### src/logic/dac_spi_defs.svh
// constants of the serial register front end: offsets, bit positions,
// reset values and the address wrap point.
// assumes inclusion by bare name from the design files.
`ifndef DAC_SPI_DEFS_SVH
`define DAC_SPI_DEFS_SVH

// ============================================================
// register offsets
`define OFS_CFG_A 15'h0000
`define OFS_CFG_B 15'h0001
`define OFS_CFG_C 15'h0002
`define OFS_STATUS 15'h0003
`define OFS_REF_CFG 15'h0004
`define OFS_POWER 15'h0005
`define OFS_MAKER_LSB 15'h000c
`define OFS_MAKER_MSB 15'h000d
`define OFS_DAC_LSB 15'h0029
`define OFS_DAC_MSB 15'h002a
`define OFS_TOP 15'h004b

// ============================================================
// field positions
`define POS_ADDR_ASC 5
`define POS_SINGLE_INSTR 7
`define POS_SHORT_INSTR 3
`define POS_WRITE_LOCK 5
`define POS_BIT_COUNT_FAULT 4
`define POS_INCOMPLETE_FAULT 2
`define POS_SHUTDOWN 0

// ============================================================
// reset values
`define RST_ADDR_ASC 1'b0
`define RST_SINGLE_INSTR 1'b0
`define RST_SHORT_INSTR 1'b1
`define RST_REF_SEL 2'b00
`define RST_SHUTDOWN 1'b0
`define RST_DAC_CODE 16'h0000

// ============================================================
// instruction and data byte lengths, last bit index
`define LAST_BIT_SHORT 4'h7
`define LAST_BIT_LONG 4'hf
`define LAST_BIT_BYTE 4'h7

`endif

### src/logic/dac_spi_pkg.sv
// types shared by the serial register front end.
// assumes nothing beyond a SystemVerilog compiler.
package dac_spi_pkg;
    // frame sequencing states
    typedef enum logic [1:0] {
        st_idle = 2'b00,
        st_instr = 2'b01,
        st_data = 2'b10
    } frame_state_e;
endpackage

### src/logic/pin_sync.sv
// two-flop synchroniser plus one delay stage for edge finding.
// assumes asynchronous pin inputs and an active-low reset.
`timescale 1ns/100ps
module pin_sync #(
    parameter int W = 3,
    parameter logic [W-1:0] RST_VAL = '0
) (
    input wire logic clk,
    input wire logic arst_n,
    input wire logic [W-1:0] pin,
    output logic [W-1:0] lvl,
    output logic [W-1:0] prev
);
    logic [W-1:0] meta;

    // ============================================================
    // meta stage feeds only the second flop
    always_ff @(posedge clk or negedge arst_n) begin
        if (!arst_n) begin
            meta <= RST_VAL;
            lvl <= RST_VAL;
            prev <= RST_VAL;
        end else begin
            meta <= pin;
            lvl <= meta;
            prev <= lvl;
        end
    end
endmodule // pin_sync

### src/logic/dac_spi_register_access.sv
// serial register front end of a single-channel voltage dac.
// assumes a host driving cs_n, sclk and sdi in mode 0 (sample on rise),
// sclk well below a quarter of clk.
// How it works
// - chip select falling starts a new frame
// - all fields travel most significant bit first
// - chip select rise ends transfer, drops partials
// - direction bit then address; high means read
// - seven-bit address, fifteen when short bit clear
// - single mode: instruction per access; stream: one
// - write lands on edge of final bit
// - read data shifts from first data edge
// - short write byte ignored, bit count fault
// - multibyte registers span adjacent addresses
// - whole word write lock reads one always
// - split multibyte write ignored, incomplete fault
// - two-byte write commits at sixteenth edge
// - descending: msb first, then lower addresses
// - ascending: lsb first, then higher addresses
// - byte-wise multibyte read allowed but flagged
// - direction bit zero decrements, one increments
// - writes to registers from 0x29 need descending addressing
// - reference select picks source and pin mode
// - internal reference on, pin floating at reset
// - amplifier on after reset, shutdown bit disables
// - single mode expects new instruction per register
// - streaming steps address after every byte
`timescale 1ns/100ps
`include "dac_spi_defs.svh"
module dac_spi_register_access
    import dac_spi_pkg::*;
#(
    parameter logic [15:0] MAKER_ID = 16'h5a3c // arbitrary value
) (
    input wire logic clk,
    input wire logic arst_n,
    input wire logic cs_n,
    input wire logic sclk,
    input wire logic sdi,
    output logic sdo,
    output logic sdo_oe,
    output logic ref_internal_en,
    output logic ref_pin_drive,
    output logic ref_external_sel,
    output logic amp_enable,
    output logic [15:0] dac_code
);
    logic [2:0] pin_lvl;
    logic [2:0] pin_prev;
    logic cs_s;
    logic sdi_s;
    logic cs_fall;
    logic cs_rise;
    logic sclk_rise;
    logic sclk_fall;
    frame_state_e state;
    logic [3:0] bit_cnt;
    logic [14:0] ishift;
    logic [6:0] rx;
    logic [7:0] tx;
    logic rw;
    logic [14:0] addr;
    logic addr_asc;
    logic single_instr;
    logic short_instr;
    logic [1:0] ref_sel;
    logic shutdown;
    logic [7:0] stage;
    logic mb_open;
    logic bit_count_fault;
    logic incomplete_word_fault;
    logic [15:0] instr_word;
    logic [7:0] rx_byte;
    logic instr_done;
    logic byte_done;
    logic wr_now;
    logic mb_first;
    logic mb_second;
    logic mb_fault;
    logic bc_fault;
    logic [14:0] next_addr;
    logic [14:0] new_addr;
    logic [7:0] cfg_c_val;

    // ============================================================
    // pin synchronisation, order {sdi, sclk, cs_n}
    pin_sync #(
        .W(3),
        .RST_VAL(3'h1)
    ) u_sync (
        .clk(clk),
        .arst_n(arst_n),
        .pin({sdi, sclk, cs_n}),
        .lvl(pin_lvl),
        .prev(pin_prev)
    );

    // edges found on synchronised copies only
    assign cs_s = pin_lvl[0];
    assign sdi_s = pin_lvl[2];
    assign cs_fall = !pin_lvl[0] && pin_prev[0];
    assign cs_rise = pin_lvl[0] && !pin_prev[0];
    assign sclk_rise = pin_lvl[1] && !pin_prev[1];
    assign sclk_fall = !pin_lvl[1] && pin_prev[1];

    // ============================================================
    // decode helpers
    function automatic logic [7:0] rd_byte(input logic [14:0] a);
        if (a == `OFS_CFG_A) begin
            rd_byte = 8'h00 | (8'(addr_asc) << `POS_ADDR_ASC);
        end else if (a == `OFS_CFG_B) begin
            rd_byte = (8'(single_instr) << `POS_SINGLE_INSTR)
                | (8'(short_instr) << `POS_SHORT_INSTR);
        end else if (a == `OFS_CFG_C) begin
            rd_byte = 8'h01 << `POS_WRITE_LOCK;
        end else if (a == `OFS_STATUS) begin
            rd_byte = (8'(bit_count_fault) << `POS_BIT_COUNT_FAULT)
                | (8'(incomplete_word_fault) << `POS_INCOMPLETE_FAULT);
        end else if (a == `OFS_REF_CFG) begin
            rd_byte = {6'h00, ref_sel};
        end else if (a == `OFS_POWER) begin
            rd_byte = 8'(shutdown) << `POS_SHUTDOWN;
        end else if (a == `OFS_MAKER_LSB) begin
            rd_byte = MAKER_ID[7:0];
        end else if (a == `OFS_MAKER_MSB) begin
            rd_byte = MAKER_ID[15:8];
        end else if (a == `OFS_DAC_LSB) begin
            rd_byte = dac_code[7:0];
        end else if (a == `OFS_DAC_MSB) begin
            rd_byte = dac_code[15:8];
        end else begin
            rd_byte = 8'h00;
        end
    endfunction

    // first byte of a multibyte register in the given direction
    function automatic logic is_mb_first(input logic [14:0] a,
                                         input logic asc);
        if (asc) begin
            is_mb_first = (a == `OFS_MAKER_LSB) || (a == `OFS_DAC_LSB);
        end else begin
            is_mb_first = (a == `OFS_MAKER_MSB) || (a == `OFS_DAC_MSB);
        end
    endfunction

    function automatic logic is_mb_second(input logic [14:0] a,
                                          input logic asc);
        if (asc) begin
            is_mb_second = (a == `OFS_MAKER_MSB) || (a == `OFS_DAC_MSB);
        end else begin
            is_mb_second = (a == `OFS_MAKER_LSB) || (a == `OFS_DAC_LSB);
        end
    endfunction

    // ============================================================
    // per-edge strobes
    assign instr_word = {ishift, sdi_s};
    assign rx_byte = {rx, sdi_s};
    assign instr_done = (state == st_instr) && sclk_rise
        && (bit_cnt == (short_instr ? `LAST_BIT_SHORT : `LAST_BIT_LONG));
    assign byte_done = (state == st_data) && sclk_rise
        && (bit_cnt == `LAST_BIT_BYTE);
    assign wr_now = byte_done && !rw;
    assign mb_first = is_mb_first(addr, addr_asc);
    assign mb_second = is_mb_second(addr, addr_asc);
    // short instruction keeps the upper address bits at zero
    assign new_addr = short_instr ? {8'h00, instr_word[6:0]}
                                  : instr_word[14:0];

    // address step with wrap at the ends of the map
    always_comb begin
        if (addr_asc) begin
            next_addr = (addr == `OFS_TOP) ? 15'h0000 : addr + 15'h0001;
        end else begin
            next_addr = (addr == 15'h0000) ? `OFS_TOP : addr - 15'h0001;
        end
    end

    // ============================================================
    // frame sequencing
    // cs high forces idle so a new frame never inherits half an instruction
    always_ff @(posedge clk or negedge arst_n) begin
        if (!arst_n) begin
            state <= st_idle;
            bit_cnt <= 4'h0;
            ishift <= 15'h0000;
            rx <= 7'h00;
            tx <= 8'h00;
            rw <= 1'b0;
            addr <= 15'h0000;
        end else if (cs_s) begin
            state <= st_idle;
            bit_cnt <= 4'h0;
        end else begin
            case (state)
                st_idle: begin
                    state <= st_instr;
                    bit_cnt <= 4'h0;
                end
                st_instr: begin
                    if (sclk_rise) begin
                        ishift <= instr_word[14:0];
                        bit_cnt <= bit_cnt + 4'h1;
                    end
                    if (instr_done) begin
                        rw <= short_instr ? instr_word[7]
                                          : instr_word[15];
                        addr <= new_addr;
                        tx <= rd_byte(new_addr);
                        bit_cnt <= 4'h0;
                        state <= st_data;
                    end
                end
                st_data: begin
                    if (sclk_rise) begin
                        rx <= rx_byte[6:0];
                        bit_cnt <= bit_cnt + 4'h1;
                    end
                    if (byte_done) begin
                        bit_cnt <= 4'h0;
                        addr <= next_addr;
                        tx <= rd_byte(next_addr);
                        // a multibyte register counts as one access
                        if (single_instr && !mb_first) begin
                            state <= st_instr;
                        end
                    end else if (sclk_fall && rw) begin
                        tx <= {tx[6:0], 1'b0};
                    end
                end
                default: begin
                    state <= st_idle;
                end
            endcase
        end
    end

    // ============================================================
    // read data pin, updated on falling sclk
    always_ff @(posedge clk or negedge arst_n) begin
        if (!arst_n) begin
            sdo <= 1'b0;
        end else if (state == st_data && rw && sclk_fall && !cs_s) begin
            sdo <= tx[7];
        end
    end

    assign sdo_oe = !cs_s && (state == st_data) && rw;

    // ============================================================
    // multibyte tracking: both bytes must pass in one frame
    always_comb begin
        mb_fault = 1'b0;
        if (byte_done) begin
            if (mb_first) begin
                mb_fault = mb_open;
            end else if (mb_second) begin
                mb_fault = !mb_open;
            end else begin
                mb_fault = mb_open;
            end
            // ascending write to the upper block is never accepted
            if (!rw && addr_asc
                && (addr == `OFS_DAC_LSB || addr == `OFS_DAC_MSB)) begin
                mb_fault = 1'b1;
            end
        end else if (cs_rise && mb_open) begin
            mb_fault = 1'b1;
        end
    end

    always_ff @(posedge clk or negedge arst_n) begin
        if (!arst_n) begin
            mb_open <= 1'b0;
            stage <= 8'h00;
        end else if (cs_rise) begin
            mb_open <= 1'b0;
        end else if (byte_done) begin
            mb_open <= mb_first;
            if (mb_first) begin
                stage <= rx_byte;
            end
        end
    end

    assign bc_fault = cs_rise && (state == st_data) && !rw
        && (bit_cnt != 4'h0);

    // ============================================================
    // configuration registers written over the link
    always_ff @(posedge clk or negedge arst_n) begin
        if (!arst_n) begin
            addr_asc <= `RST_ADDR_ASC;
            single_instr <= `RST_SINGLE_INSTR;
            short_instr <= `RST_SHORT_INSTR;
            ref_sel <= `RST_REF_SEL;
            shutdown <= `RST_SHUTDOWN;
        end else if (wr_now) begin
            if (addr == `OFS_CFG_A) begin
                addr_asc <= rx_byte[`POS_ADDR_ASC];
            end else if (addr == `OFS_CFG_B) begin
                single_instr <= rx_byte[`POS_SINGLE_INSTR];
                short_instr <= rx_byte[`POS_SHORT_INSTR];
            end else if (addr == `OFS_REF_CFG) begin
                ref_sel <= rx_byte[1:0];
            end else if (addr == `OFS_POWER) begin
                shutdown <= rx_byte[`POS_SHUTDOWN];
            end
        end
    end

    // dac code commits only as a whole, on the last data bit
    always_ff @(posedge clk or negedge arst_n) begin
        if (!arst_n) begin
            dac_code <= `RST_DAC_CODE;
        end else if (wr_now && !addr_asc && mb_open
                     && addr == `OFS_DAC_LSB) begin
            dac_code <= {stage, rx_byte};
        end
    end

    // ============================================================
    // status flags: write one to clear, a new fault wins
    always_ff @(posedge clk or negedge arst_n) begin
        if (!arst_n) begin
            bit_count_fault <= 1'b0;
            incomplete_word_fault <= 1'b0;
        end else begin
            bit_count_fault <= bc_fault || (bit_count_fault
                && !(wr_now && addr == `OFS_STATUS
                     && rx_byte[`POS_BIT_COUNT_FAULT]));
            incomplete_word_fault <= mb_fault || (incomplete_word_fault
                && !(wr_now && addr == `OFS_STATUS
                     && rx_byte[`POS_INCOMPLETE_FAULT]));
        end
    end

    // ============================================================
    // analog controls
    assign ref_internal_en = !ref_sel[1];
    assign ref_pin_drive = (ref_sel == 2'b01);
    assign ref_external_sel = ref_sel[1];
    assign amp_enable = !shutdown;

    // ============================================================
    // checks
    assign cfg_c_val = rd_byte(`OFS_CFG_C);

    a_frame_start: assert property (@(posedge clk) disable iff (!arst_n)
        cs_fall |=> state == st_instr)
        else $error("frame did not start on cs fall");

    a_cs_high_idle: assert property (@(posedge clk) disable iff (!arst_n)
        cs_s |=> state == st_idle && bit_cnt == 4'h0)
        else $error("state not cleared while cs high");

    a_short_instr: assert property (@(posedge clk) disable iff (!arst_n)
        state == st_instr && sclk_rise && !cs_s && short_instr
        && bit_cnt == 4'h7 |=> state == st_data)
        else $error("short instruction length wrong");

    a_sdo_msb: assert property (@(posedge clk) disable iff (!arst_n)
        state == st_data && rw && sclk_fall && !cs_s
        |=> sdo == $past(tx[7]))
        else $error("read bit not msb of shift register");

    a_dac_commit: assert property (@(posedge clk) disable iff (!arst_n)
        wr_now && !cs_s && !addr_asc && mb_open && addr == `OFS_DAC_LSB
        |=> dac_code == {$past(stage), $past(rx_byte)})
        else $error("dac code not committed whole");

    a_asc_block: assert property (@(posedge clk) disable iff (!arst_n)
        wr_now && addr_asc |=> $stable(dac_code))
        else $error("ascending write changed dac code");

    a_partial_flag: assert property (@(posedge clk) disable iff (!arst_n)
        mb_fault |=> incomplete_word_fault)
        else $error("incomplete word fault not raised");

    a_bitcnt_flag: assert property (@(posedge clk) disable iff (!arst_n)
        bc_fault |=> bit_count_fault ##1 bit_count_fault)
        else $error("bit count fault not raised");

    a_lock_reads_one: assert property (@(posedge clk) disable iff (!arst_n)
        cfg_c_val[`POS_WRITE_LOCK])
        else $error("write lock bit not one");

    a_amp_follow: assert property (@(posedge clk) disable iff (!arst_n)
        wr_now && !cs_s && addr == `OFS_POWER
        |=> amp_enable == !$past(rx_byte[`POS_SHUTDOWN]))
        else $error("amplifier enable did not follow write");

    a_ref_pin: assert property (@(posedge clk) disable iff (!arst_n)
        ref_pin_drive |-> ref_internal_en && !ref_external_sel)
        else $error("reference pin driven without internal source");

    a_addr_step: assert property (@(posedge clk) disable iff (!arst_n)
        byte_done && !cs_s && !addr_asc && addr != 15'h0000
        |=> addr == $past(addr) - 15'h0001)
        else $error("descending address did not step down");
endmodule // dac_spi_register_access

### config.mk
export PLATFORM = sky130hd
export DESIGN_NAME = dac_spi_register_access
export DESIGN_NICKNAME = d
export VERILOG_FILES = /design/src/logic/dac_spi_pkg.sv /design/src/logic/pin_sync.sv /design/src/logic/dac_spi_register_access.sv
export VERILOG_INCLUDE_DIRS = /design/src /design/src/logic
export SDC_FILE = /design/constraint.sdc
export NUM_CORES = 1
export LEC_CHECK = 0
export BUFFER_PORTS_ARGS = -buffer_cell sky130_fd_sc_hd__buf_2
export CAP_MARGIN = 20
export CORE_UTILIZATION = 40
export DETAILED_ROUTE_END_ITERATION = 12
export PLACE_DENSITY_LB_ADDON = 0.15
export SLEW_MARGIN = 20
export SYNTH_ARGS = -nofsm -noshare
export SYNTH_HDL_FRONTEND = slang
export SYNTH_SLANG_ARGS = --single-unit
### constraint.sdc
create_clock -name clk -period 9.65 [get_ports clk]
set_clock_uncertainty 0.05 [all_clocks]
set_input_delay 1.93 -clock clk [delete_from_list [all_inputs] [get_ports clk]]
set_output_delay 1.93 -clock clk [all_outputs]
set_load 0.02 [all_outputs]
==> results.tsv, run 1 <==
stage	metric	value	unit
status	status	complete, no violations	
timing	max-slew violations	0	
layout	Fillers	1373	
layout	layout cell share with drive strength beyond 1	19.6	%
drt	DR vias	5009	
setup_path	Crit path largest cell delay	0.82	ns
placement	Cells after DPL	786	
layout	Final Core Density	45.1	%
clock_network	cts hold-fix bufs	0	
synth	Seq/Total Area, Yosys	40.3	%
timing	FMAX	0.211	GHz
clock_network	clk_lat worst skew	0.35	ns
global_route	first-pass GRT wire length	26.6	mm
setup_path	Slowest cell on crit path	ha_1	
setup_path	r2r setup slk	5.19	ns
worst_hold_path	hold endpoint	u_sync.lvl[2]$_DFF_PN0_	
global_route	GRT Total Usage	23.2	%
timing	Setup TNS Final	0	ns
setup_path	R2R cell count	7	
power_and_ir_drop	P_leak	0.00269	µW
drt	vias per cell	6.25	
timing	hold slack	0.300	ns
layout	register area	2360	µm²
worst_hold_path	WHS Path Cells	0	
worst_hold_path	Hold Crit Class	reg -> reg	
drt	drt pass-1 iters	5	
drt	First DRT Iteration DRCs	523	
timing	Hold Vio Cnt, Final	0	
synth	Syn. warnings	0	
timing	Worst Slack Setup Final	4.90	ns
setup_path	Critical R2R Capture	dac_code[11]$_DFFE_PN0P_	
synth	synthesized area per cell	9.41	µm²
die	chip width	123	µm
die	full die area	15100	µm²
synth	top post-synthesis cells by area	dfrtp_1 38%, mux2_2 10%, nand2_1 3.5%	
clock_network	Post-CTS Setup Bufs	0	
global_route	vias in the first global route	4844	
clock_network	CTS Sinks	94	
placement	dpl hpwl	11.8	mm
setup_path	CP Cell Sequence	inv_1 > ha_1 > inv_1 > nor3_1 > buf_2	
setup_path	most frequent CP cell	inv_1	
timing	crit path time final	4.75	ns
power_and_ir_drop	Peak VDD IR	0.104	mV
placement	GP Congestion	0.945	
placement	post-place setup slack	5.22	ns
clock_network	Reg clk slew, reported paths	0.07	ns
die	row count	43	
run	Max Cap Viol	0	
die	Initial Utilization	41.5	%
layout	Inserted Diodes	0	
setup_path	crit end category	output pin	
synth	Top FF cell, synth	dfrtp_1	
clock_network	Clock H-tree levels	3	
die	core area	14100	µm²
timing	unrepaired setup endpoints after global routing	no	
layout	Multi-input gate area	3220	µm²
global_route	initial antenna violation count	0	
global_route	maximum number of pins on one net before global-route repair	62	
clock_network	CTS tree	yes	
clock_network	post-CTS resize count	0	
layout	Finished Layout Cells	802	
setup_path	crit-path max FO	22	
die	Die Ht	123	µm
clock_network	TritonCTS Buffers	9	
synth	Synth Cell Area	5850	µm²
drt	DRC Markers	0	
timing	slew of the pin with the lowest slew margin	0.978	ns
setup_path	CP Launch Type	register	
setup_path	CP arrival	2.77	ns
synth	Post-synth EDFFs	0	
clock_network	CTS root buf	clkbuf_16	
setup_path	reg2reg start	state[0]$_DFFE_PN0P_	
synth	share of the synthesized area in the top cell type	38.5	%
placement	PortBufs	26	
synth	Yosys reg bits	94	
synth	async set-reset flop share out of synthesis	100	%
timing	Final setup viols	0	
synth	Post-Syn Instances	622	
drt	drt wl/cell	20.4	µm
synth	Synth area leader	dfrtp_1	
layout	area delta synth->final	8.62	%
setup_path	Worst EP required	7.67	ns
setup_path	CP startpoint	state[0]$_DFFE_PN0P_	
clock_network	Clock Path Buffers	2	
setup_path	Setup Crit Path Kind	reg -> out	
synth	Synth Net Count	638	
timing	period utilisation layout	49.2	%
drt	post-route ant nets	0	
drt	Post-Route WL	16.4	mm
global_route	total grt overflow	0	
die	I/O pins	27	
layout	fin nets	633	
power_and_ir_drop	Power Dens Cells	213	nW/µm²
worst_hold_path	HP Start	u_sync.meta[2]$_DFF_PN0_	
synth	Yosys cell types	72	
timing	Slew HR	34.8	%
routing by layer:
metal / vias up / part of all wire (%) / GRT usage (%)
met4: 0 / 2.6 / 10.4
met5: - / 0 / 0
met3: 42 / 5.3 / 5.35
met2: 155 / 45 / 35.1
li1: 2351 / - / -
met1: 2461 / 47 / 31.6
kinds of logic (layout without fill, tap and decap cells):
logic type	count (synthesis)	in the layout	share of synthesized area, %
XOR/XNOR	5	5	0.748
AND/OR/NAND/NOR	214	214	19.8
flip-flops	94	94	40.3
adder cells (fa/ha/maj)	11	11	2.35
buffers and inverters	68	68	4.85
multiplexers	61	61	11.6
AO/OA/AOI/OAI	169	169	20.4
cell usage after synthesis, types with 7 or more instances:
| cell type | n |
|---|---|
| ha_1 | 11 |
| inv_1 | 19 |
| nand2_1 | 55 |
| a21oi_1 | 24 |
| dfrtp_1 | 90 |
| a22o_1 | 12 |
| nand4_1 | 9 |
| clkbuf_1 | 40 |
| nor2_1 | 33 |
| and3_1 | 9 |
| nand3_1 | 15 |
| nor4_1 | 18 |
| mux2_2 | 53 |
| mux2i_1 | 8 |
| o21ai_0 | 35 |
| or4_1 | 7 |
| a31oi_1 | 11 |
| a221o_1 | 7 |
| o31ai_1 | 7 |
| nor3_1 | 22 |
report_power, final:
group          total (µW)  internal [µW]  switching (µW)
registers             484            422            62.0
clock network         357            189             168
logic                 511            177             335
final cells by class:
cell class	instances	area share (%)
clock buffer	10	3.76
clock inverter	6	1.00
inverter	20	1.18
multi-input combinational	460	50.6
sequential	94	37.1
tap	180	3.54
timing repair buffer	32	2.80
worst max-delay path: cells and delay by family (launching register included):
kind	cells	cell delay, ns
adder cells (fa/ha/maj)	1	0.82
buffers and inverters	3	0.81
flip-flops	1	0.42
AND/OR/NAND/NOR	1	0.38
flip-flops by register name (all words and copies together) (netlist names), 2 cells and up:
register,cells
bit_cnt,4
tx,8
dac_code,16
u_sync.prev,2
ref_sel,2
u_sync.meta,3
addr,15
rx,7
u_sync.lvl,3
ishift,15
stage,8
state,2
stage by stage:
step	area (µm²)	total power [µW]
floorplan	5850	858
detailed placement	6050	988
CTS	6350	1350
global route	6350	1430
global placement	6040	982
finish	6350	1350
worst max-delay path by stage:
stage                                          end  cells past startpoint  slack [ns]
after CTS                                   sdo_oe                      5        4.89
after floorplan                             sdo_oe                      5        6.15
after global placement                      sdo_oe                      5        5.38
after global routing                        sdo_oe                      5        4.67
after detailed placement  dac_code[10]$_DFFE_PN0P_                      7        5.22
final                                       sdo_oe                      5        4.90
placed cells by master (no fill, tap or decap), types with 11 or more instances in the layout:
cell type / netlist / layout
dfrtp_1: 90 / 90
nand2_1: 55 / 55
mux2_2: 53 / 53
o21ai_0: 35 / 35
nor2_1: 33 / 32
buf_2: 5 / 25
a21oi_1: 24 / 24
nor3_1: 22 / 21
inv_1: 19 / 19
nor4_1: 18 / 18
nand3_1: 15 / 15
a22o_1: 12 / 12
a31oi_1: 11 / 11
ha_1: 11 / 11
No activity file was read; power rests on OpenSTA's default activity.
==> run 2, diff against run 1 <==
--- a/config.mk
+++ b/config.mk
@@ -6,6 +6,7 @@
 export SDC_FILE = /design/constraint.sdc
 export NUM_CORES = 1
 export LEC_CHECK = 0
+export ABC_AREA = 1
 export BUFFER_PORTS_ARGS = -buffer_cell sky130_fd_sc_hd__buf_2
 export CAP_MARGIN = 20
 export CORE_UTILIZATION = 40
==> constraint.sdc (replaced) <==
create_clock -name clk -period 4.9 [get_ports clk]
set_clock_uncertainty 0.05 [all_clocks]
set_input_delay 0.98 -clock clk [delete_from_list [all_inputs] [get_ports clk]]
set_output_delay 0.98 -clock clk [all_outputs]
set_load 0.02 [all_outputs]
==> run 2 against run 1 <==
Against the previous run:
- final area rose by 5.2%
- sequential power increased by 140%
- total power is 150% higher
- sequential share of layout area is 1.8 points lower
- hold slack improved by 0.0017 ns
- clock-buffer cell count decreased by 1
- clock power grew 100%
==> results.tsv, run 2 <==
stage	metric	value	unit	change
setup_path	crit-path max FO	23		was 22
synth	async set-reset flop share out of synthesis	100	%	unchanged
layout	Largest regs	dac_code x16, addr x15, ishift x15		unchanged
setup_path	Worst EP required	5.13	ns	was 7.67 ns
die	Die Ht	126	µm	was 123 µm
synth	top-count cell post-synth	nand2_1		was dfrtp_1
drt	vias per cell	5.40		was 6.25
die	core area	14800	µm²	was 14100 µm²
drt	First DRT Iteration DRCs	510		was 523
global_route	vias in the first global route	5370		was 4844
power_and_ir_drop	switching share of total power	48.3	%	was 41.8%
synth	Synth Cell Area	6130	µm²	was 5850 µm²
timing	crit path time final	3.36	ns	
power_and_ir_drop	Final Power	3330	µW	was 1350 µW
worst_hold_path	Hold Crit Class	reg -> reg		unchanged
synth	Post-synth EDFFs	0		unchanged
clock_network	TritonCTS Buffers	9		unchanged
drt	DRC Markers	0		unchanged
clock_network	cts hold-fix bufs	0		unchanged
global_route	GRT Total Usage	23.5	%	was 23.2%
clock_network	CTS tree	yes		unchanged
setup_path	R2R cell count	14		was 7
placement	dpl hpwl	13.2	mm	was 11.8 mm
drt	Post-Route WL	17.7	mm	was 16.4 mm
synth	Seq/Total Area, Yosys	38.4	%	was 40.3%
clock_network	Post-CTS Setup Bufs	0		unchanged
layout	Fillers	1562		was 1373
timing	Final setup viols	0		unchanged
synth	Top FF cell, synth	dfrtp_1		unchanged
power_and_ir_drop	Int Power	1720	µW	was 787 µW
global_route	total grt overflow	0		unchanged
power_and_ir_drop	register share of total power	34.3	%	was 35.8%
layout	area delta synth->final	9.02	%	was 8.62%
power_and_ir_drop	switching power	1610	µW	was 564 µW
placement	post-place setup slack	1.62	ns	was 5.22 ns
timing	period utilisation layout	68.6	%	
timing	max-slew violations	0		unchanged
setup_path	CP Launch Type	register		unchanged
timing	Worst Slack Setup Final	1.54	ns	was 4.90 ns
setup_path	Setup Crit Path Kind	reg -> reg		was reg -> out
layout	Reg with most FFs	dac_code		unchanged
synth	top post-synthesis cells by area	dfrtp_1 37%, nand2_1 14%, o21ai_0 6.5%		was dfrtp_1 38%, mux2_2 10%, nand2_1 3.5%
clock_network	CTS root buf	clkbuf_16		unchanged
clock_network	CTS Sinks	94		unchanged
die	chip width	126	µm	was 123 µm
layout	commonest non-fill, non-tap cell in the layout	nand2_1		was dfrtp_1
placement	Cells after DPL	1053		was 786
synth	Syn. warnings	0		unchanged
synth	Synth area leader	dfrtp_1		unchanged
clock_network	post-CTS resize count	0		unchanged
placement	GP Congestion	0.944		was 0.945
timing	slew of the pin with the lowest slew margin	0.874	ns	was 0.978 ns
synth	Yosys reg bits	94		unchanged
layout	fin nets	896		was 633
layout	Finished Layout Cells	1069		was 802
status	status	complete, no violations		unchanged
timing	Hold Vio Cnt, Final	0		unchanged
global_route	initial antenna violation count	0		unchanged
global_route	maximum number of pins on one net before global-route repair	68		was 62
timing	unrepaired setup endpoints after global routing	no		unchanged
layout	Inserted Diodes	0		unchanged
setup_path	Critical R2R Capture	tx[4]$_DFFE_PN0P_		was dac_code[11]$_DFFE_PN0P_
worst_hold_path	WHS Path Cells	0		unchanged
clock_network	Reg clk slew, reported paths	0.08	ns	was 0.07 ns
drt	post-route ant nets	0		unchanged
global_route	first-pass GRT wire length	28.9	mm	was 26.6 mm
synth	Post-Syn Instances	865		was 622
clock_network	clk_lat worst skew	0.36	ns	was 0.35 ns
drt	drt wl/cell	16.6	µm	was 20.4 µm
drt	drt pass-1 iters	6		was 5
timing	FMAX	0.298	GHz	
synth	share of the synthesized area in the top cell type	36.7	%	was 38.5%
layout	most frequent cells in the layout	229 x nand2_1, 97 x nor2_1, 96 x inv_1, 90 x dfrtp_1, 80 x o21ai_0		was 90 x dfrtp_1, 55 x nand2_1, 53 x mux2_2, 35 x o21ai_0, 32 x nor2_1
power_and_ir_drop	Power Dens Cells	498	nW/µm²	was 213 nW/µm²
die	Initial Utilization	41.6	%	was 41.5%
synth	Yosys cell types	45		was 72
worst_hold_path	HP Start	u_sync.meta[2]$_DFF_PN0_		unchanged
power_and_ir_drop	Comb pwr share	44.2	%	was 37.8%
power_and_ir_drop	Peak VDD IR	0.199	mV	was 0.104 mV
worst_hold_path	hold endpoint	u_sync.lvl[2]$_DFF_PN0_		unchanged
synth	Synth Net Count	881		was 638
setup_path	crit end category	register		was output pin
layout	layout cell share with drive strength beyond 1	10.4	%	was 19.6%
die	row count	44		was 43
timing	Setup TNS Final	0	ns	unchanged
synth	Synth top cells by count	229 x nand2_1, 97 x nor2_1, 96 x inv_1		was 90 x dfrtp_1, 55 x nand2_1, 53 x mux2_2
placement	PortBufs	26		unchanged
setup_path	r2r setup slk	1.54	ns	was 5.19 ns
setup_path	reg2reg start	addr_asc$_DFFE_PN0P_		was state[0]$_DFFE_PN0P_
clock_network	Clock Path Buffers	2		unchanged
synth	synthesized area per cell	7.09	µm²	was 9.41 µm²
power_and_ir_drop	power share of the clock group	21.5	%	was 26.4%
die	I/O pins	27		unchanged
power_and_ir_drop	P_leak	0.00323	µW	was 0.00269 µW
clock_network	Clock H-tree levels	3		unchanged
run	Max Cap Viol	0		unchanged
drt	DR vias	5777		was 5009
setup_path	CP arrival	3.59	ns	was 2.77 ns
timing	Slew HR	41.7	%	was 34.8%
layout	max FFs per register	16		unchanged
die	full die area	15800	µm²	was 15100 µm²
[run 2: changes by cell type after synthesis, moves of 16 or more]
cell      change
nand4_1      +16
o21ai_0      +45
nand3_1      +62
nor2_1       +64
nand2_1     +174
inv_1        +77
mux2_2       -43
clkbuf_1     -29
nor4_1       -16
[run 2: layout make-up]
cell class | count | area, µm² | area share, %
Clock buffer | 9 | 225 | 3.37
Timing Repair Buffer | 30 | 163 | 2.43
Multi-Input combinational cell | 645 | 3260 | 48.7
Sequential cell | 94 | 2360 | 35.3
Tap cell | 184 | 230 | 3.44
Inverter | 100 | 378 | 5.65
Clock inverter | 7 | 73.8 | 1.10
[run 2: worst max path at each step]
stage / slack, ns / from / cells past startpoint / end
after global placement: 1.63 / addr_asc$_DFFE_PN0P_ / 14 / tx[4]$_DFFE_PN0P_
after CTS: 1.61 / state[0]$_DFFE_PN0P_ / 12 / addr[14]$_DFFE_PN0P_
after global routing: 1.24 / state[0]$_DFFE_PN0P_ / 13 / addr[0]$_DFFE_PN0P_
after detailed placement: 1.62 / state[0]$_DFFE_PN0P_ / 12 / addr[14]$_DFFE_PN0P_
after floorplan: 2.35 / state[0]$_DFFE_PN0P_ / 5 / sdo_oe
final: 1.54 / addr_asc$_DFFE_PN0P_ / 14 / tx[4]$_DFFE_PN0P_
[run 2: per-stage QoR]
| stage | cell area, µm² | hold slack [ns] | utilization [%] |
|---|---|---|---|
| global placement | 6390 | 0.285 | 43.3 |
| detailed placement | 6390 | 0.287 | 43.3 |
| global route | 6690 | 0.314 | 45.3 |
| floorplan | 6130 | 0.281 | - |
| finish | 6690 | 0.302 | 45.3 |
| CTS | 6690 | 0.303 | 45.3 |
[run 2: routing by layer]
metal	up-vias	wire length, µm	share of wire (%)	GRT usage (%)
met1	2705	9000	51	35.2
met5	-	0	0	0
met2	168	7520	42	34.9
li1	2885	-	-	-
met3	19	991	5.6	3.95
met4	0	231	1.3	6.17
[run 2: power by group through the flow]
stage | registers, µW | clock network, µW | logic (µW)
after detailed placement | 1150 | 0 | 1450
final | 1140 | 716 | 1470
after floorplan | 1040 | 0 | 1200
after global routing | 1160 | 759 | 1660
after CTS | 1130 | 736 | 1460
after global placement | 1160 | 0 | 1450
[run 2: worst max-delay path, cell delays in order (launching register included)]
cell and delay, ns:
dfrtp_1 0.92, inv_1 0.43, nand2_4 0.21, inv_4 0.08
nand2_1 0.07, nand2_1 0.10, nor2_1 0.13, nand2_1 0.09
nor2_4 0.46, nand3_1 0.23, inv_1 0.12, nand2_1 0.08
nand4_1 0.10, nand2_1 0.07, a21oi_1 0.15
[run 2: logic make-up after synthesis]
family	share of synthesized area, %
AOI/OAI and AO/OA	12.3
xor gates and xnor gates	1.14
adders and majority gates	2.24
buffers and inverters	8.53
DFF	38.4
muxes	1.84
and+or+nand+nor	35.5
==> run 3, diff against run 2 <==
--- a/config.mk
+++ b/config.mk
@@ -6,7 +6,7 @@
 export SDC_FILE = /design/constraint.sdc
 export NUM_CORES = 1
 export LEC_CHECK = 0
-export ABC_AREA = 1
+export ABC_AREA = 0
 export BUFFER_PORTS_ARGS = -buffer_cell sky130_fd_sc_hd__buf_2
 export CAP_MARGIN = 20
 export CORE_UTILIZATION = 40
==> constraint.sdc (replaced) <==
create_clock -name clk -period 3.2 [get_ports clk]
set_clock_uncertainty 0.05 [all_clocks]
set_input_delay 0.64 -clock clk [delete_from_list [all_inputs] [get_ports clk]]
set_output_delay 0.64 -clock clk [all_outputs]
set_load 0.02 [all_outputs]
==> run 3 against run 2 <==
Against the previous run:
- first-iteration DRC count decreased by 15%
- largest cell class unchanged
- sequential share of layout area down 1.9 points
- worst setup slack lost 1.5 ns
- non-clock buffer count rose by 71
- critical path depth shrank 4
- combinational power rose by 56%
- sequential power up 23%
- global-route usage is 0.93 points higher
- die area is 4.5% lower
- register-to-register slack worse by 1.5 ns
- hold slack got worse by 0.069 ns
==> results.tsv, run 3 (synthesis results as in run 1) <==
stage	metric	value	unit	change
status	status	complete, no violations		unchanged
clock_network	TritonCTS Buffers	9		unchanged
die	full die area	15100	µm²	was 15800 µm²
timing	Setup TNS Final	0	ns	unchanged
power_and_ir_drop	Power Dens Cells	682	nW/µm²	was 498 nW/µm²
layout	Reg with most FFs	dac_code		unchanged
layout	Multi-input gate area	3370	µm²	was 3260 µm²
die	chip width	123	µm	was 126 µm
timing	Slew HR	60.0	%	was 41.7%
global_route	GRT Total Usage	24.4	%	was 23.5%
setup_path	CP arrival	3.35	ns	was 3.59 ns
setup_path	Critical R2R Capture	tx[1]$_DFFE_PN0P_		was tx[4]$_DFFE_PN0P_
run	Max Cap Viol	0		unchanged
die	Initial Utilization	41.5	%	was 41.6%
placement	GP Congestion	1.01		was 0.944
setup_path	cell count along the critical path	10		was 14
die	core area	14100	µm²	was 14800 µm²
drt	post-route ant nets	0		unchanged
setup_path	crit-path leading delay family	simple AND/OR/NAND/NOR gates		unchanged
timing	unrepaired setup endpoints after global routing	yes		was no
layout	most frequent cells in the layout	88 x dfrtp_1, 72 x buf_4, 55 x nand2_1, 53 x mux2_2, 35 x o21ai_0		was 229 x nand2_1, 97 x nor2_1, 96 x inv_1, 90 x dfrtp_1, 80 x o21ai_0
timing	Hold Vio Cnt, Final	0		unchanged
timing	period utilisation layout	98.7	%	was 68.6%
drt	First DRT Iteration DRCs	433		was 510
placement	dpl cell area	6600	µm²	was 6390 µm²
clock_network	Reg clk slew, reported paths	0.08	ns	about the same
layout	Largest regs	dac_code x16, addr x15, ishift x15		unchanged
setup_path	r2r setup slk	0.04	ns	was 1.54 ns
setup_path	Critical Path Sink	tx[1]$_DFFE_PN0P_		was tx[4]$_DFFE_PN0P_
layout	Final Core Density	50.2	%	was 45.3%
layout	Fillers	1348		was 1562
global_route	initial antenna violation count	0		unchanged
drt	DRC Markers	0		unchanged
timing	FMAX	0.317	GHz	was 0.298 GHz
setup_path	R2R cell count	10		was 14
worst_hold_path	Hold Crit Class	in -> async		was reg -> reg
setup_path	Buf/Inv on CP	1		was 3
setup_path	reg2reg start	addr[0]$_DFFE_PN0P_		was addr_asc$_DFFE_PN0P_
drt	Post-Route WL	17.4	mm	was 17.7 mm
timing	crit path time final	3.16	ns	was 3.36 ns
clock_network	Clock H-tree levels	3		unchanged
global_route	total grt overflow	0		unchanged
layout	area delta synth->final	20.8	%	was 9.02%
power_and_ir_drop	P_leak	0.00307	µW	was 0.00323 µW
placement	dpl hpwl	13.0	mm	was 13.2 mm
drt	DR vias	5347		was 5777
timing	Final setup viols	0		unchanged
power_and_ir_drop	Peak VDD IR	0.290	mV	was 0.199 mV
global_route	first-pass GRT wire length	27.9	mm	was 28.9 mm
timing	max-slew violations	0		unchanged
placement	PortBufs	26		unchanged
setup_path	most frequent CP cell	a22o_1		was nand2_1
layout	commonest non-fill, non-tap cell in the layout	dfrtp_1		was nand2_1
setup_path	CP Launch Type	register		unchanged
setup_path	crit-path max FO	7		was 23
clock_network	CTS root buf	clkbuf_16		unchanged
setup_path	crit end category	register		unchanged
clock_network	CTS Sinks	94		unchanged
placement	Cells after DPL	853		was 1053
setup_path	CP startpoint	addr[0]$_DFFE_PN0P_		was addr_asc$_DFFE_PN0P_
layout	fin nets	702		was 896
clock_network	cts hold-fix bufs	0		unchanged
layout	Design Area, Final	7070	µm²	was 6690 µm²
global_route	maximum number of pins on one net before global-route repair	45		was 68
drt	drt wl/cell	19.9	µm	was 16.6 µm
setup_path	Crit path largest cell delay	0.59	ns	was 0.92 ns
drt	vias per cell	6.14		was 5.40
die	Die Ht	123	µm	was 126 µm
clock_network	CTS tree	yes		unchanged
layout	register area	2360	µm²	about the same
clock_network	clk_lat worst skew	0.36	ns	about the same
timing	slew of the pin with the lowest slew margin	0.598	ns	was 0.874 ns
die	row count	43		was 44
layout	Finished Layout Cells	871		was 1069
setup_path	Slowest cell on crit path	or4b_2		was dfrtp_1
layout	layout cell share with drive strength beyond 1	31.3	%	was 10.4%
layout	Inserted Diodes	0		unchanged
clock_network	Clock Path Buffers	2		unchanged
setup_path	Worst EP required	3.39	ns	was 5.13 ns
setup_path	Setup Crit Path Kind	reg -> reg		unchanged
setup_path	CP Cell Sequence	inv_2 > ha_4 > or4b_2 > or4_1 > a32o_2 > and2_2 > a22o_1 > a22o_1 > a31oi_1 > o31ai_1		was inv_1 > nand2_4 > inv_4 > nand2_1 > nand2_1 > nor2_1 > nand2_1 > nor2_4 > nand3_1 > inv_1 > nand2_1 > nand4_1 > nand2_1 > a21oi_1
die	I/O pins	27		unchanged
timing	hold slack	0.233	ns	was 0.302 ns
global_route	vias in the first global route	5170		was 5370
layout	max FFs per register	16		unchanged
drt	drt pass-1 iters	5		was 6
[run 3: worst min-delay path by stage]
stage                              from                 endpoint  slack (ns)  cells past startpoint
2_1_floorplan  u_sync.meta[1]$_DFF_PN0_  u_sync.lvl[1]$_DFF_PN0_        0.28                      0
3_3_place_gp   u_sync.meta[2]$_DFF_PN0_  u_sync.lvl[2]$_DFF_PN0_        0.28                      0
3_5_place_dp   u_sync.meta[1]$_DFF_PN0_  u_sync.lvl[1]$_DFF_PN0_        0.29                      0
4_1_cts                          arst_n        rx[4]$_DFFE_PN0P_        0.25                      1
5_1_grt                          arst_n        rx[4]$_DFFE_PN0P_        0.29                      1
6_report                         arst_n        rx[4]$_DFFE_PN0P_        0.23                      1
[run 3: area by class of cell]
class / instances / area share (%)
Multi-Input combinational cell: 460 / 47.7
Tap cell: 180 / 3.19
Clock buffer: 10 / 3.24
Timing Repair Buffer: 101 / 10.3
Inverter: 20 / 1.06
Clock inverter: 6 / 1.12
Sequential cell: 94 / 33.4
[run 3: per-stage QoR]
| step | power (µW) | worst slack [ns] |
|---|---|---|
| floorplan | 2620 | -0.00916 |
| global placement | 3420 | 0.000485 |
| detailed placement | 3420 | -0.0507 |
| CTS | 4610 | 0.00393 |
| global route | 5090 | -0.0428 |
| finish | 4820 | 0.0419 |
[run 3: routing by layer]
metal  up-vias  wire [µm]  global-route usage [%]
met3        39       1010                    4.80
li1       2496          -                       -
met5         -          0                       0
met2       178       7880                    37.6
met1      2634       8060                    34.0
met4         0        416                    8.77
[run 3: report_power, final]
group	switching, µW	internal [µW]	total [µW]
Clock	504	623	1130
Combinational	1290	997	2290
Sequential	125	1280	1400
Total	1920	2900	4820
[run 3: what timing repair did]
action | 4_1_cts | 5_1_grt
setup buffers | 0 | 2
resized for setup | 13 | 24
pin swaps | 4 | 2
endpoints found under the setup margin | 5 | 23
